`src/arbiter_pkg.sv`:
```
// package: constants and carrier types for the shared display memory arbiter
package arbiter_pkg;

	// ==========================================================
	// widths
	localparam int CPU_ADDR_W = 23;
	localparam int MEM_ADDR_W = 13;
	localparam int MEM_DATA_W = 12;
	localparam int MODE_W = 4;
	localparam int CPU_DATA_W = 16;

	// ==========================================================
	// region decode: 6K words starting at a base word address
	localparam logic [22:0] REGION_BASE = 23'h000000;
	localparam logic [22:0] REGION_SIZE = 23'h001800;

	// ==========================================================
	// mode latch field positions in the processor data word
	localparam int MODE_LSB = 12;
	localparam logic [3:0] MODE_RESET = 4'h0;

	// ==========================================================
	// acknowledge taps: wait states per tap
	localparam int NUM_TAPS = 4;
	localparam logic [1:0] TAP_ZERO_WAIT = 2'h0;
	localparam logic [1:0] TAP_TWO_WAIT = 2'h1;
	localparam logic [1:0] TAP_FOUR_WAIT = 2'h2;
	localparam logic [1:0] TAP_SIX_WAIT = 2'h3;
	localparam int WAITS_PER_TAP = 2;

	// ==========================================================
	// handover sequence states
	typedef enum logic [2:0] {
		ST_VIDEO = 3'b000,
		ST_ISOLATE = 3'b001,
		ST_DESELECT = 3'b010,
		ST_CONNECT = 3'b011,
		ST_RELEASE = 3'b100
	} arb_state_t;

	// processor bus request
	typedef struct packed {
		logic as_n;
		logic rw;
		logic [22:0] addr;
		logic [15:0] wdata;
	} cpu_req_t;

	// memory bus as driven toward the display memory
	typedef struct packed {
		logic cpu_sel;
		logic video_addr_oe;
		logic video_dec_en;
		logic cpu_buf_oe;
		logic cpu_data_dir_wr;
	} mem_ctrl_t;

endpackage : arbiter_pkg

```
`src/ack_shift_register.sv`:
```
// acknowledge shift register with selectable wait-state tap
module ack_shift_register #(
	parameter int TAPS = 4,
	parameter int SPACING = 2
) (
	// clock and reset
	input wire logic clock_i,
	input wire logic reset_i,
	// control
	input wire logic run_i,
	input wire logic [1:0] tap_sel_i,
	// acknowledge
	output logic ack_o
);
	import arbiter_pkg::*;

	localparam int LEN = (TAPS - 1) * SPACING + 1;

	// refuse sizes that the shift chain or the 2-bit tap decode cannot serve
	if (TAPS < 2 || TAPS > 4 || SPACING < 1) begin : g_bad_size
		$error("ack_shift_register: unsupported parameters");
	end

	logic [LEN-1:0] shift_r;

	// shift ones while running; clear at once when the access ends
	always_ff @(posedge clock_i or posedge reset_i) begin
		if (reset_i) begin
			shift_r <= '0;
		end else if (!run_i) begin
			shift_r <= '0;
		end else begin
			shift_r <= {shift_r[LEN-2:0], 1'b1};
		end
	end

	// tap select: tap k asserts SPACING*k cycles after the first
	always_comb begin
		ack_o = run_i & shift_r[int'(tap_sel_i) * SPACING];
	end

endmodule : ack_shift_register

```
`src/display_memory_arbiter.sv`:
```
// top: shared display memory arbiter between processor and video generator
module display_memory_arbiter #(
	parameter logic [1:0] ACK_TAP = arbiter_pkg::TAP_TWO_WAIT
) (
	// clock and reset
	input wire logic clock_i,
	input wire logic reset_i,
	// processor bus (pins, asynchronous)
	input wire logic cpu_as_n_i,
	input wire logic cpu_rw_i,
	input wire logic [arbiter_pkg::CPU_ADDR_W-1:0] cpu_addr_i,
	input wire logic [arbiter_pkg::CPU_DATA_W-1:0] cpu_wdata_i,
	output logic transfer_acknowledge_n_o,
	output logic [arbiter_pkg::MEM_DATA_W-1:0] cpu_rdata_o,
	// video display generator side
	input wire logic [arbiter_pkg::MEM_ADDR_W-1:0] video_addr_i,
	input wire logic video_in_window_i,
	output logic [arbiter_pkg::MEM_DATA_W-1:0] video_rdata_o,
	output logic [arbiter_pkg::MODE_W-1:0] video_mode_o,
	output logic video_frame_sync_o,
	// display memory port
	output logic [arbiter_pkg::MEM_ADDR_W-1:0] mem_addr_o,
	output logic [arbiter_pkg::MEM_DATA_W-1:0] mem_wdata_o,
	output logic mem_wdata_oe_o,
	output logic mem_we_o,
	input wire logic [arbiter_pkg::MEM_DATA_W-1:0] mem_rdata_i,
	// bus ownership status
	output arbiter_pkg::mem_ctrl_t mem_ctrl_o
);
	import arbiter_pkg::*;

	// refuse a tap beyond the last one the shift register provides
	if (int'(ACK_TAP) >= NUM_TAPS) begin : g_bad_tap
		$error("display_memory_arbiter: bad ACK_TAP");
	end

	// ==========================================================
	// input synchronisers
	cpu_req_t req_s1_r;
	cpu_req_t req_r;
	logic win_s1_r;
	logic win_r;

	// two flip-flops on every processor pin
	always_ff @(posedge clock_i or posedge reset_i) begin
		if (reset_i) begin
			req_s1_r <= '{as_n: 1'b1, rw: 1'b1, addr: '0, wdata: '0};
			req_r <= '{as_n: 1'b1, rw: 1'b1, addr: '0, wdata: '0};
		end else begin
			req_s1_r <= '{as_n: cpu_as_n_i, rw: cpu_rw_i,
				addr: cpu_addr_i, wdata: cpu_wdata_i};
			req_r <= req_s1_r;
		end
	end

	// two flip-flops on the video window level
	always_ff @(posedge clock_i or posedge reset_i) begin
		if (reset_i) begin
			win_s1_r <= 1'b0;
			win_r <= 1'b0;
		end else begin
			win_s1_r <= video_in_window_i;
			win_r <= win_s1_r;
		end
	end

	// ==========================================================
	// region decode
	function automatic logic in_region(input logic [22:0] a);
		in_region = (a >= REGION_BASE) && (a < REGION_BASE + REGION_SIZE);
	endfunction : in_region

	logic hit;
	assign hit = !req_r.as_n && in_region(req_r.addr);

	// ==========================================================
	// handover sequencer
	arb_state_t state_r;
	arb_state_t state_nxt;
	logic ack;

	// next state: ordered handover and release
	always_comb begin
		state_nxt = state_r;
		case (state_r)
			ST_VIDEO: begin
				if (hit)
					state_nxt = ST_ISOLATE;
			end
			ST_ISOLATE: begin
				state_nxt = hit ? ST_DESELECT : ST_RELEASE;
			end
			ST_DESELECT: begin
				state_nxt = hit ? ST_CONNECT : ST_RELEASE;
			end
			ST_CONNECT: begin
				if (!hit)
					state_nxt = ST_RELEASE;
			end
			ST_RELEASE: begin
				state_nxt = ST_VIDEO;
			end
			default: begin
				state_nxt = ST_VIDEO;
			end
		endcase
	end

	// state register
	always_ff @(posedge clock_i or posedge reset_i) begin
		if (reset_i) begin
			state_r <= ST_VIDEO;
		end else begin
			state_r <= state_nxt;
		end
	end

	// ==========================================================
	// bus ownership controls, registered
	mem_ctrl_t ctrl_r;
	mem_ctrl_t ctrl_nxt;

	// video owns bus only in ST_VIDEO; processor only in ST_CONNECT
	always_comb begin
		ctrl_nxt.cpu_sel = (state_nxt != ST_VIDEO);
		ctrl_nxt.video_addr_oe = (state_nxt == ST_VIDEO);
		ctrl_nxt.video_dec_en = (state_nxt == ST_VIDEO) ||
			(state_nxt == ST_ISOLATE) ||
			(state_nxt == ST_RELEASE && state_r != ST_CONNECT);
		ctrl_nxt.cpu_buf_oe = (state_nxt == ST_CONNECT) && hit;
		ctrl_nxt.cpu_data_dir_wr = (state_nxt == ST_CONNECT) && !req_r.rw;
	end

	// registered controls so every transition lands cleanly
	always_ff @(posedge clock_i or posedge reset_i) begin
		if (reset_i) begin
			ctrl_r <= '{cpu_sel: 1'b0, video_addr_oe: 1'b1,
				video_dec_en: 1'b1, cpu_buf_oe: 1'b0,
				cpu_data_dir_wr: 1'b0};
		end else begin
			ctrl_r <= ctrl_nxt;
		end
	end

	assign mem_ctrl_o = ctrl_r;

	// ==========================================================
	// memory bus mux: one source only
	logic [MEM_ADDR_W-1:0] mem_addr_r;
	logic [MEM_DATA_W-1:0] mem_wdata_r;
	logic mem_we_r;

	// address follows the current owner; write data is loaded from the processor every cycle
	always_ff @(posedge clock_i or posedge reset_i) begin
		if (reset_i) begin
			mem_addr_r <= '0;
			mem_wdata_r <= '0;
			mem_we_r <= 1'b0;
		end else begin
			if (ctrl_nxt.cpu_buf_oe) begin
				mem_addr_r <= req_r.addr[MEM_ADDR_W-1:0];
			end else if (ctrl_nxt.video_addr_oe) begin
				mem_addr_r <= video_addr_i;
			end
			mem_wdata_r <= req_r.wdata[MEM_DATA_W-1:0];
			mem_we_r <= ctrl_nxt.cpu_buf_oe && !req_r.rw;
		end
	end

	assign mem_addr_o = mem_addr_r;
	assign mem_wdata_o = mem_wdata_r;
	assign mem_wdata_oe_o = ctrl_r.cpu_data_dir_wr;
	assign mem_we_o = mem_we_r;

	// ==========================================================
	// read data returned to the requesting side
	logic [MEM_DATA_W-1:0] cpu_rdata_r;
	logic [MEM_DATA_W-1:0] video_rdata_r;

	// capture read data for whichever master owns the bus
	always_ff @(posedge clock_i or posedge reset_i) begin
		if (reset_i) begin
			cpu_rdata_r <= '0;
			video_rdata_r <= '0;
		end else begin
			if (ctrl_r.cpu_buf_oe && req_r.rw)
				cpu_rdata_r <= mem_rdata_i;
			if (ctrl_r.video_addr_oe)
				video_rdata_r <= mem_rdata_i;
		end
	end

	assign cpu_rdata_o = cpu_rdata_r;
	assign video_rdata_o = video_rdata_r;

	// ==========================================================
	// mode latch: loaded by even-address processor writes only
	logic [MODE_W-1:0] mode_r;

	always_ff @(posedge clock_i or posedge reset_i) begin
		if (reset_i) begin
			mode_r <= MODE_RESET;
		end else if (ctrl_r.cpu_buf_oe && !req_r.rw && !req_r.addr[0]) begin
			mode_r <= req_r.wdata[MODE_LSB +: MODE_W];
		end
	end

	assign video_mode_o = mode_r;

	// ==========================================================
	// frame sync: follows the active window level three clocks late
	logic fsync_r;

	always_ff @(posedge clock_i or posedge reset_i) begin
		if (reset_i) begin
			fsync_r <= 1'b0;
		end else begin
			fsync_r <= win_r;
		end
	end

	assign video_frame_sync_o = fsync_r;

	// ==========================================================
	// transfer acknowledge from the shift register
	ack_shift_register #(
		.TAPS(NUM_TAPS),
		.SPACING(WAITS_PER_TAP)
	) u_ack (
		.clock_i(clock_i),
		.reset_i(reset_i),
		.run_i(ctrl_r.cpu_buf_oe),
		.tap_sel_i(ACK_TAP),
		.ack_o(ack)
	);

	logic ack_n_r;

	// acknowledge negated as soon as the access ends
	always_ff @(posedge clock_i or posedge reset_i) begin
		if (reset_i) begin
			ack_n_r <= 1'b1;
		end else begin
			ack_n_r <= !(ack && hit);
		end
	end

	assign transfer_acknowledge_n_o = ack_n_r;

endmodule : display_memory_arbiter

```
`config.mk`:
```
export PLATFORM = sky130hd
export DESIGN_NAME = display_memory_arbiter
export DESIGN_NICKNAME = d
export VERILOG_FILES = /design/src/arbiter_pkg.sv /design/src/ack_shift_register.sv /design/src/display_memory_arbiter.sv
export SDC_FILE = /design/constraint.sdc
export NUM_CORES = 1
export LEC_CHECK = 0
export ABC_AREA = 1
export BUFFER_PORTS_ARGS = -buffer_cell sky130_fd_sc_hd__buf_4
export CORE_ASPECT_RATIO = 2
export CORE_UTILIZATION = 33
export DETAILED_ROUTE_END_ITERATION = 10
export GPL_ROUTABILITY_DRIVEN = 0
export GPL_TIMING_DRIVEN = 0
export PLACE_DENSITY = 0.56
export SETUP_SLACK_MARGIN = 0.5
export SLEW_MARGIN = 20
export SYNTH_ARGS = -nofsm -noshare
export SYNTH_HDL_FRONTEND = slang
export SYNTH_HIERARCHICAL = 1
export SYNTH_SLANG_ARGS = --single-unit
```
`constraint.sdc`:
```
create_clock -name clock_i -period 9.4 [get_ports clock_i]
set_clock_uncertainty 0.15 [all_clocks]
set_input_delay 0.47 -clock clock_i [delete_from_list [all_inputs] [get_ports clock_i]]
set_output_delay 0.47 -clock clock_i [all_outputs]
set_load 0.005 [all_outputs]
```
After elaboration in Yosys (flattened, before gate mapping)

Cells that the tools add are included.
Widths: inputs -> output; s select.

Magnitude comparators: 2
Equal/unequal tests: 7
Muxes and demuxes: 8
Bitwise logic cells: 1
Reductions and logical operators: 20

Operators with widths:

| kind                 | number |
|---|---|
| $mux 13              | 2 |
| $ge 23x1->1 const B  | 1 |
| $lt 23x13->1 const B | 1 |
| $mux 3               | 5 |
| $pmux 3 s4           | 1 |
| $logic_and 1x1->1    | 10 |
| $eq 3x2->1 const B   | 3 |
| $eq 3x1->1 const B   | 2 |
| $logic_not 3->1      | 2 |
| $logic_not 1->1      | 4 |
| $eq 3x3->1 const B   | 1 |
| $ne 3x2->1 const B   | 1 |
| $reduce_bool 3->1    | 1 |
| $logic_or 1x1->1     | 2 |
| $reduce_bool 2->1    | 1 |
| $and 1x1->1          | 1 |

Register bits: 151
Bits of input ports: 69
Word-level logic and storage cells: 63

Longest topological paths before layout

Word-level depth: 8
Mapped depth: 9
Depth with buffers taken out: 8

Cells and area by module

Netlist, hierarchy kept.

By module, submodules not included:

| module                 | times used | cells each | area an instance (µm²) | seq. area each (µm²) |
|---|---|---|---|---|
| display_memory_arbiter | 1          | 341        | 4703.3                 | 3712.3 |
| ack_shift_register     | 1          | 34         | 280.3                  | 175.2 |

Worst setup path before layout

Ideal clock, no wire load.

Path type: reg2reg
Start: register req_r[33] (netlist name)
End: register mem_addr_r[0], in the netlist mem_addr_o[0]
Setup time: 116 ps
Arrival time: 1196 ps
Path slack: 7937 ps
Cell stages (with the launch flop): 9
Path through: dfrtp_1 nor2_1 nand2_1 nor2_4 nand3_4 buf_6 buf_8 nand3_2 nand2_1

Word-level cells in the longest chain between the ends: 8
Elaborated cells between the ends (all ways): 14
Those cells by class: order compare: 2; eq/ne: 1; mux: 6; reduce/logical: 5

Ends and longest elaborated chain:

| element                                             | RTL line                      | source |
|---|---|---|
| from (decl)                                         | display_memory_arbiter.sv:40  | `cpu_req_t req_r;` |
| from (signal assigned)                              | display_memory_arbiter.sv:48  | `req_r <= '{as_n: 1'b1, rw: 1'b1, addr: '0, wdata: '0};` |
| from (signal assigned)                              | display_memory_arbiter.sv:52  | `req_r <= req_s1_r;` |
| $ge 23x1->1 / $lt 23x13->1 (equally long branches)  | display_memory_arbiter.sv:70  | `in_region = (a >= REGION_BASE) && (a < REGION_BASE + REGION_SIZE);` |
| $logic_and 1x1->1 *                                 | display_memory_arbiter.sv:70  |  |
| $logic_and 1x1->1 *                                 | display_memory_arbiter.sv:74  | `assign hit = !req_r.as_n && in_region(req_r.addr);` |
| $mux 3, on equally long branches                    | -                             |  |
| $pmux 3 s4                                          | display_memory_arbiter.sv:85  | `case (state_r)` |
| $eq 3x2->1                                          | display_memory_arbiter.sv:130 | `ctrl_nxt.cpu_buf_oe = (state_nxt == ST_CONNECT) && hit;` |
| $logic_and 1x1->1                                   | display_memory_arbiter.sv:130 |  |
| $mux 13 / $reduce_bool 2->1 (equally long branches) | -                             |  |
| to (signal assigned)                                | display_memory_arbiter.sv:161 | `mem_addr_r <= req_r.addr[MEM_ADDR_W-1:0];` |
| to (signal assigned)                                | display_memory_arbiter.sv:163 | `mem_addr_r <= video_addr_i;` |
| to (decl)                                           | display_memory_arbiter.sv:149 | `logic [MEM_ADDR_W-1:0] mem_addr_r;` |

Every way passes the cells marked *; elsewhere a longest branch is shown, timed or not.
A chain may end at the register's enable or synchronous reset.

Final worst setup path

Start: register ctrl_r (netlist bit mem_ctrl_o[1])
End: output port mem_ctrl_o[1] (netlist name)

RTL lines:

| element                | RTL line                      | source |
|---|---|---|
| from (decl)            | display_memory_arbiter.sv:120 | `mem_ctrl_t ctrl_r;` |
| from (signal assigned) | display_memory_arbiter.sv:137 | `ctrl_r <= '{cpu_sel: 1'b0, video_addr_oe: 1'b1,` |
| from (signal assigned) | display_memory_arbiter.sv:141 | `ctrl_r <= ctrl_nxt;` |
| to (decl)              | display_memory_arbiter.sv:28  | `output arbiter_pkg::mem_ctrl_t mem_ctrl_o` |

No word-level cell between the ends.

==> impl_results.md <==
- Number of storage elements in the synthesis netlist: 155
- Kind of launch point of the worst setup path: flip-flop
- RSZ-0062 raised after global routing: no
- Run status: complete, no violations
- Nature of the critical path endpoint: output pin
- Crit path DAT: between 1000 and 1500 ps
- Slew headroom: between 60% and 70%
- Proportion of register bits with asynchronous set or reset after synthesis: between 90% and 100%
- All-Layer GR Usage: between 10% and 20%
- Post-synth top cells: sky130_fd_sc_hd__dfrtp_1 (148), sky130_fd_sc_hd__nand2_1 (81), sky130_fd_sc_hd__inv_1 (29)
- Min-delay worst type: primary input to flip-flop
- Non-filler instance count after layout: between 700 and 800
- Internal power summed over all cells: 1.19 mW
- CP max stage cell: sky130_fd_sc_hd__dfrtp_1
- Quantity of I/O buffers inserted on ports: 130
- Per-cell via count in the routed design: around 4.2
- Capture point of the worst reg-to-reg path: mem_addr_o[4]$_DFFE_PP0P_
- Fraction of post-synthesis cell area in the top cell type by area: 74.3%
- Required arrival time at the worst endpoint: between 8000 and 9000 ps
- Transition time at the pin with the least slew margin: a little over 500 ps
- First drt pass iteration count: 5
- Cells taking the most area after synthesis: sky130_fd_sc_hd__dfrtp_1 (74%), sky130_fd_sc_hd__nand2_1 (6.1%), sky130_fd_sc_hd__dfstp_2 (3.7%)
- Area Overhead vs Synth: 46.8%
- Skew-Pair Late Insertion Delay: between 400 and 500 ps
- Start point of the worst min-delay path: mem_rdata_i[11]
- Initial antenna violation count: 0
- Buffer levels on the longest clock path: 2
- Largest stage delay on the critical path: 570 ps
- Synth Warn #: 6
- Library cell with the highest instance count after synthesis: sky130_fd_sc_hd__dfrtp_1
- Clock sink count: between 150 and 200
- Total number of H-tree levels: 4
- Starting utilization of the core area: 33.6%
- Layout cell share with drive strength beyond 1: 34.9%
- Wire length per cell after detailed routing: approximately 13 µm
- Final TNS setup: 0 ps
- Static leakage: between 3 and 4 nW
- Vias in the first global route: 3356
- Net switching component of the power: 0.310 mW
- Fin. Hold Viols: 0
- Critical path depth: 1
- Most used flip-flop cell after synthesis: sky130_fd_sc_hd__dfrtp_1
- PwrDens: between 200 and 250 nW/µm²
- Number of nets still failing antenna checks after routing: 0
- Number of max-cap violations: 0
- Internal reg-to-reg setup slack: slightly below 8000 ps
- Sum of routed wire length over all layers: between 10000 and 15000 µm
- Total Die Area: 15600 µm²
- Max-slew violation total from the final report: 0
- Startpoint of the worst register-to-register path: req_r[35]$_DFF_PP0_
- Cell variety after synth: 25
- Maximum resistive drop on vdd: ~0.13 mV
- Sequence of cells on the critical path: buf_4
- Total standard cell area after synthesis: 4980 µm²
- Die Span X: ~89 µm
- Die Ht: approximately 180 µm
- Sequential Power Share: between 40% and 50%
- Total CTS buffers: 17
- Setup-failing EPs final: 0
- Number of rows in the core area: 63
- Count of mapped cells out of synthesis: approximately 380
- Number of enable flip-flop cells after synthesis: 0
- CTS tree: yes
- Wire length of the first global-routing pass: 16500 µm
- Largest net degree at the start of global routing: 106
- Top achievable clock speed: roughly 560 MHz
- Register-to-Register Path Depth: 9
- Critical path peak fanout: 11
- Top cell type by total area after synthesis: sky130_fd_sc_hd__dfrtp_1
- Core Footprint: ~15000 µm²
- Number of diodes: 0
- Combinational share of power: ~5.1%
- Iteration-0 DRC count of the detailed router: roughly 120
- Buffer and inverter count on the worst path: 1
- Nets@finish: 640
- Portion of total power attributed to the clock network: a little under half
- Cell area after layout: roughly 7300 µm²
- Detailed placement HPWL: between 7000 and 8000 µm
- Number of ports placed on the die boundary: around 130
- Grt total ovfl: 0
- Post-route minimum period: 1780 ps
- Clock root cell: sky130_fd_sc_hd__clkbuf_16
- Net switching share of the total power: between 20% and 30%
- Part of the Yosys area used for sequential elements: between 70% and 80%
- Instance count along the most critical hold path: 3
- Total number of vias: roughly 3300
- End point of the worst hold path: video_rdata_o[11]$_DFFE_PP0P_
- WS Path Type: flip-flop to output pin
- DRC violations left: 0
- Dpl cells: a little over 700
- Share of the cycle needed by the critical path after routing: about a fifth
- Area post-placement: ~6200 µm²
- Syn Area/Cell: 13.3 µm²
- CP delay by family, top: flip-flops
- Clock-pin slew reported for the worst setup and hold paths after clock tree synthesis: approximately 60 ps
## per-stage QoR
stage	utilization (%)	setup WS (ps)	hold slack [ps]	power, mW
detailed placement	42.2	7760	185	0.781
finish	49.4	7620	156	1.50
CTS	49.2	7590	0.0739	1.53
floorplan	-	4810	123	0.735
global route	49.4	7560	163	1.56
global placement	41.9	3430	182	0.776
## tightest hold or removal path: stages
cell and delay, ps:
sky130_fd_sc_hd__buf_4 110, sky130_fd_sc_hd__inv_1 50, sky130_fd_sc_hd__a21oi_1 50
## flip-flops by register name, indices dropped and copies added (netlist names)
register,cells
mem_addr_o,13
mem_ctrl_o,4
video_rdata_o,12
cpu_rdata_o,12
state_r,3
mem_wdata_o,12
transfer_acknowledge_n_o,1
mem_wdata_oe_o,1
req_s1_r,41
video_mode_o,4
video_frame_sync_o,1
req_r,41
win_r,1
win_s1_r,1
u_ack/shift_r,7
mem_we_o,1
## cells by family (layout without fill, tap and decap cells)
kind of cell    after synthesis  count (layout)  share of synthesized area, %
flops                       155             155                          78.0
other cells                   2               5                         0.151
simple gates                139             139                          13.7
mux                           4               4                         0.904
compound gates               28              28                          2.86
buf+inv                      47             253                          4.39
## layout make-up
cell class              instances  area, µm²
clock buffers                  19        443
fillers                      1363       7500
well taps                     195        244
flip-flops and latches        155       3890
multi-input cells             176        888
inverters                      34        135
clock inverters                13        193
plain buffers                  13       91.3
repair buffers                174       1430
## layer usage
metal  wire length, µm  global-route usage [%]  vias up
li1                  -                       -     1565
met1              3830                    14.9     1597
met2              5800                    24.9       94
met3               397                    4.61       21
met4               401                    8.87        0
met5                 0                       0        -
## how the worst max path moves through the flow
stage / from / endpoint / slack [ps]
2_1_floorplan: reset_i / cpu_rdata_o[0]$_DFFE_PP0P_ / 4810
3_3_place_gp: reset_i / req_s1_r[1]$_DFF_PP0_ / 3430
3_5_place_dp: req_r[35]$_DFF_PP0_ / mem_addr_o[4]$_DFFE_PP0P_ / 7760
4_1_cts: mem_ctrl_o[1]$_DFF_PP0_ / mem_ctrl_o[1] / 7590
5_1_grt: mem_ctrl_o[1]$_DFF_PP0_ / mem_ctrl_o[1] / 7560
6_report: mem_ctrl_o[1]$_DFF_PP0_ / mem_ctrl_o[1] / 7620
## what timing repair did
| item | CTS | global route |
|---|---|---|
| buffers inserted | 0 | 0 |
| hold buffers | 41 | 2 |
| gates resized for setup | 0 | 0 |
| hold endpoints to repair | 87 | 2 |
## cell usage in the layout (no fill, tap or decap)
cell type and instances:
sky130_fd_sc_hd__nand2_2 1, sky130_fd_sc_hd__clkinv_4 5, sky130_fd_sc_hd__nand2_4 2, sky130_fd_sc_hd__inv_6 1
sky130_fd_sc_hd__buf_8 1, sky130_fd_sc_hd__bufinv_16 4, sky130_fd_sc_hd__dfstp_2 7, sky130_fd_sc_hd__nor2_1 21
sky130_fd_sc_hd__dfrtp_1 148, sky130_fd_sc_hd__mux2_2 4, sky130_fd_sc_hd__o21bai_1 1, sky130_fd_sc_hd__nand3_1 8
sky130_fd_sc_hd__a21oi_1 15, sky130_fd_sc_hd__conb_1 5, sky130_fd_sc_hd__buf_16 1, sky130_fd_sc_hd__nand2_1 81
sky130_fd_sc_hd__clkinvlp_4 2, sky130_fd_sc_hd__buf_4 131, sky130_fd_sc_hd__buf_2 4, sky130_fd_sc_hd__nand3_2 7
sky130_fd_sc_hd__clkbuf_16 17, sky130_fd_sc_hd__nand3_4 2, sky130_fd_sc_hd__nand4_1 13, sky130_fd_sc_hd__buf_6 3
sky130_fd_sc_hd__nor2_4 1, sky130_fd_sc_hd__nor2_8 1, sky130_fd_sc_hd__o21ai_0 12, sky130_fd_sc_hd__inv_2 5
sky130_fd_sc_hd__nor2_2 2, sky130_fd_sc_hd__clkinv_2 1, sky130_fd_sc_hd__dlygate4sd3_1 43, sky130_fd_sc_hd__clkbuf_1 5
sky130_fd_sc_hd__clkbuf_8 1, sky130_fd_sc_hd__inv_8 1, sky130_fd_sc_hd__inv_1 28
## power groups by stage
stage               clock, mW  combinational, mW  sequential (mW)
finish                  0.722             0.0766            0.705
detailed placement          0             0.0637            0.717
CTS                     0.746             0.0778            0.705
floorplan                   0             0.0200            0.715
global placement            0             0.0605            0.716
global route            0.770             0.0859            0.707
(Power assumes the default switching activity.)
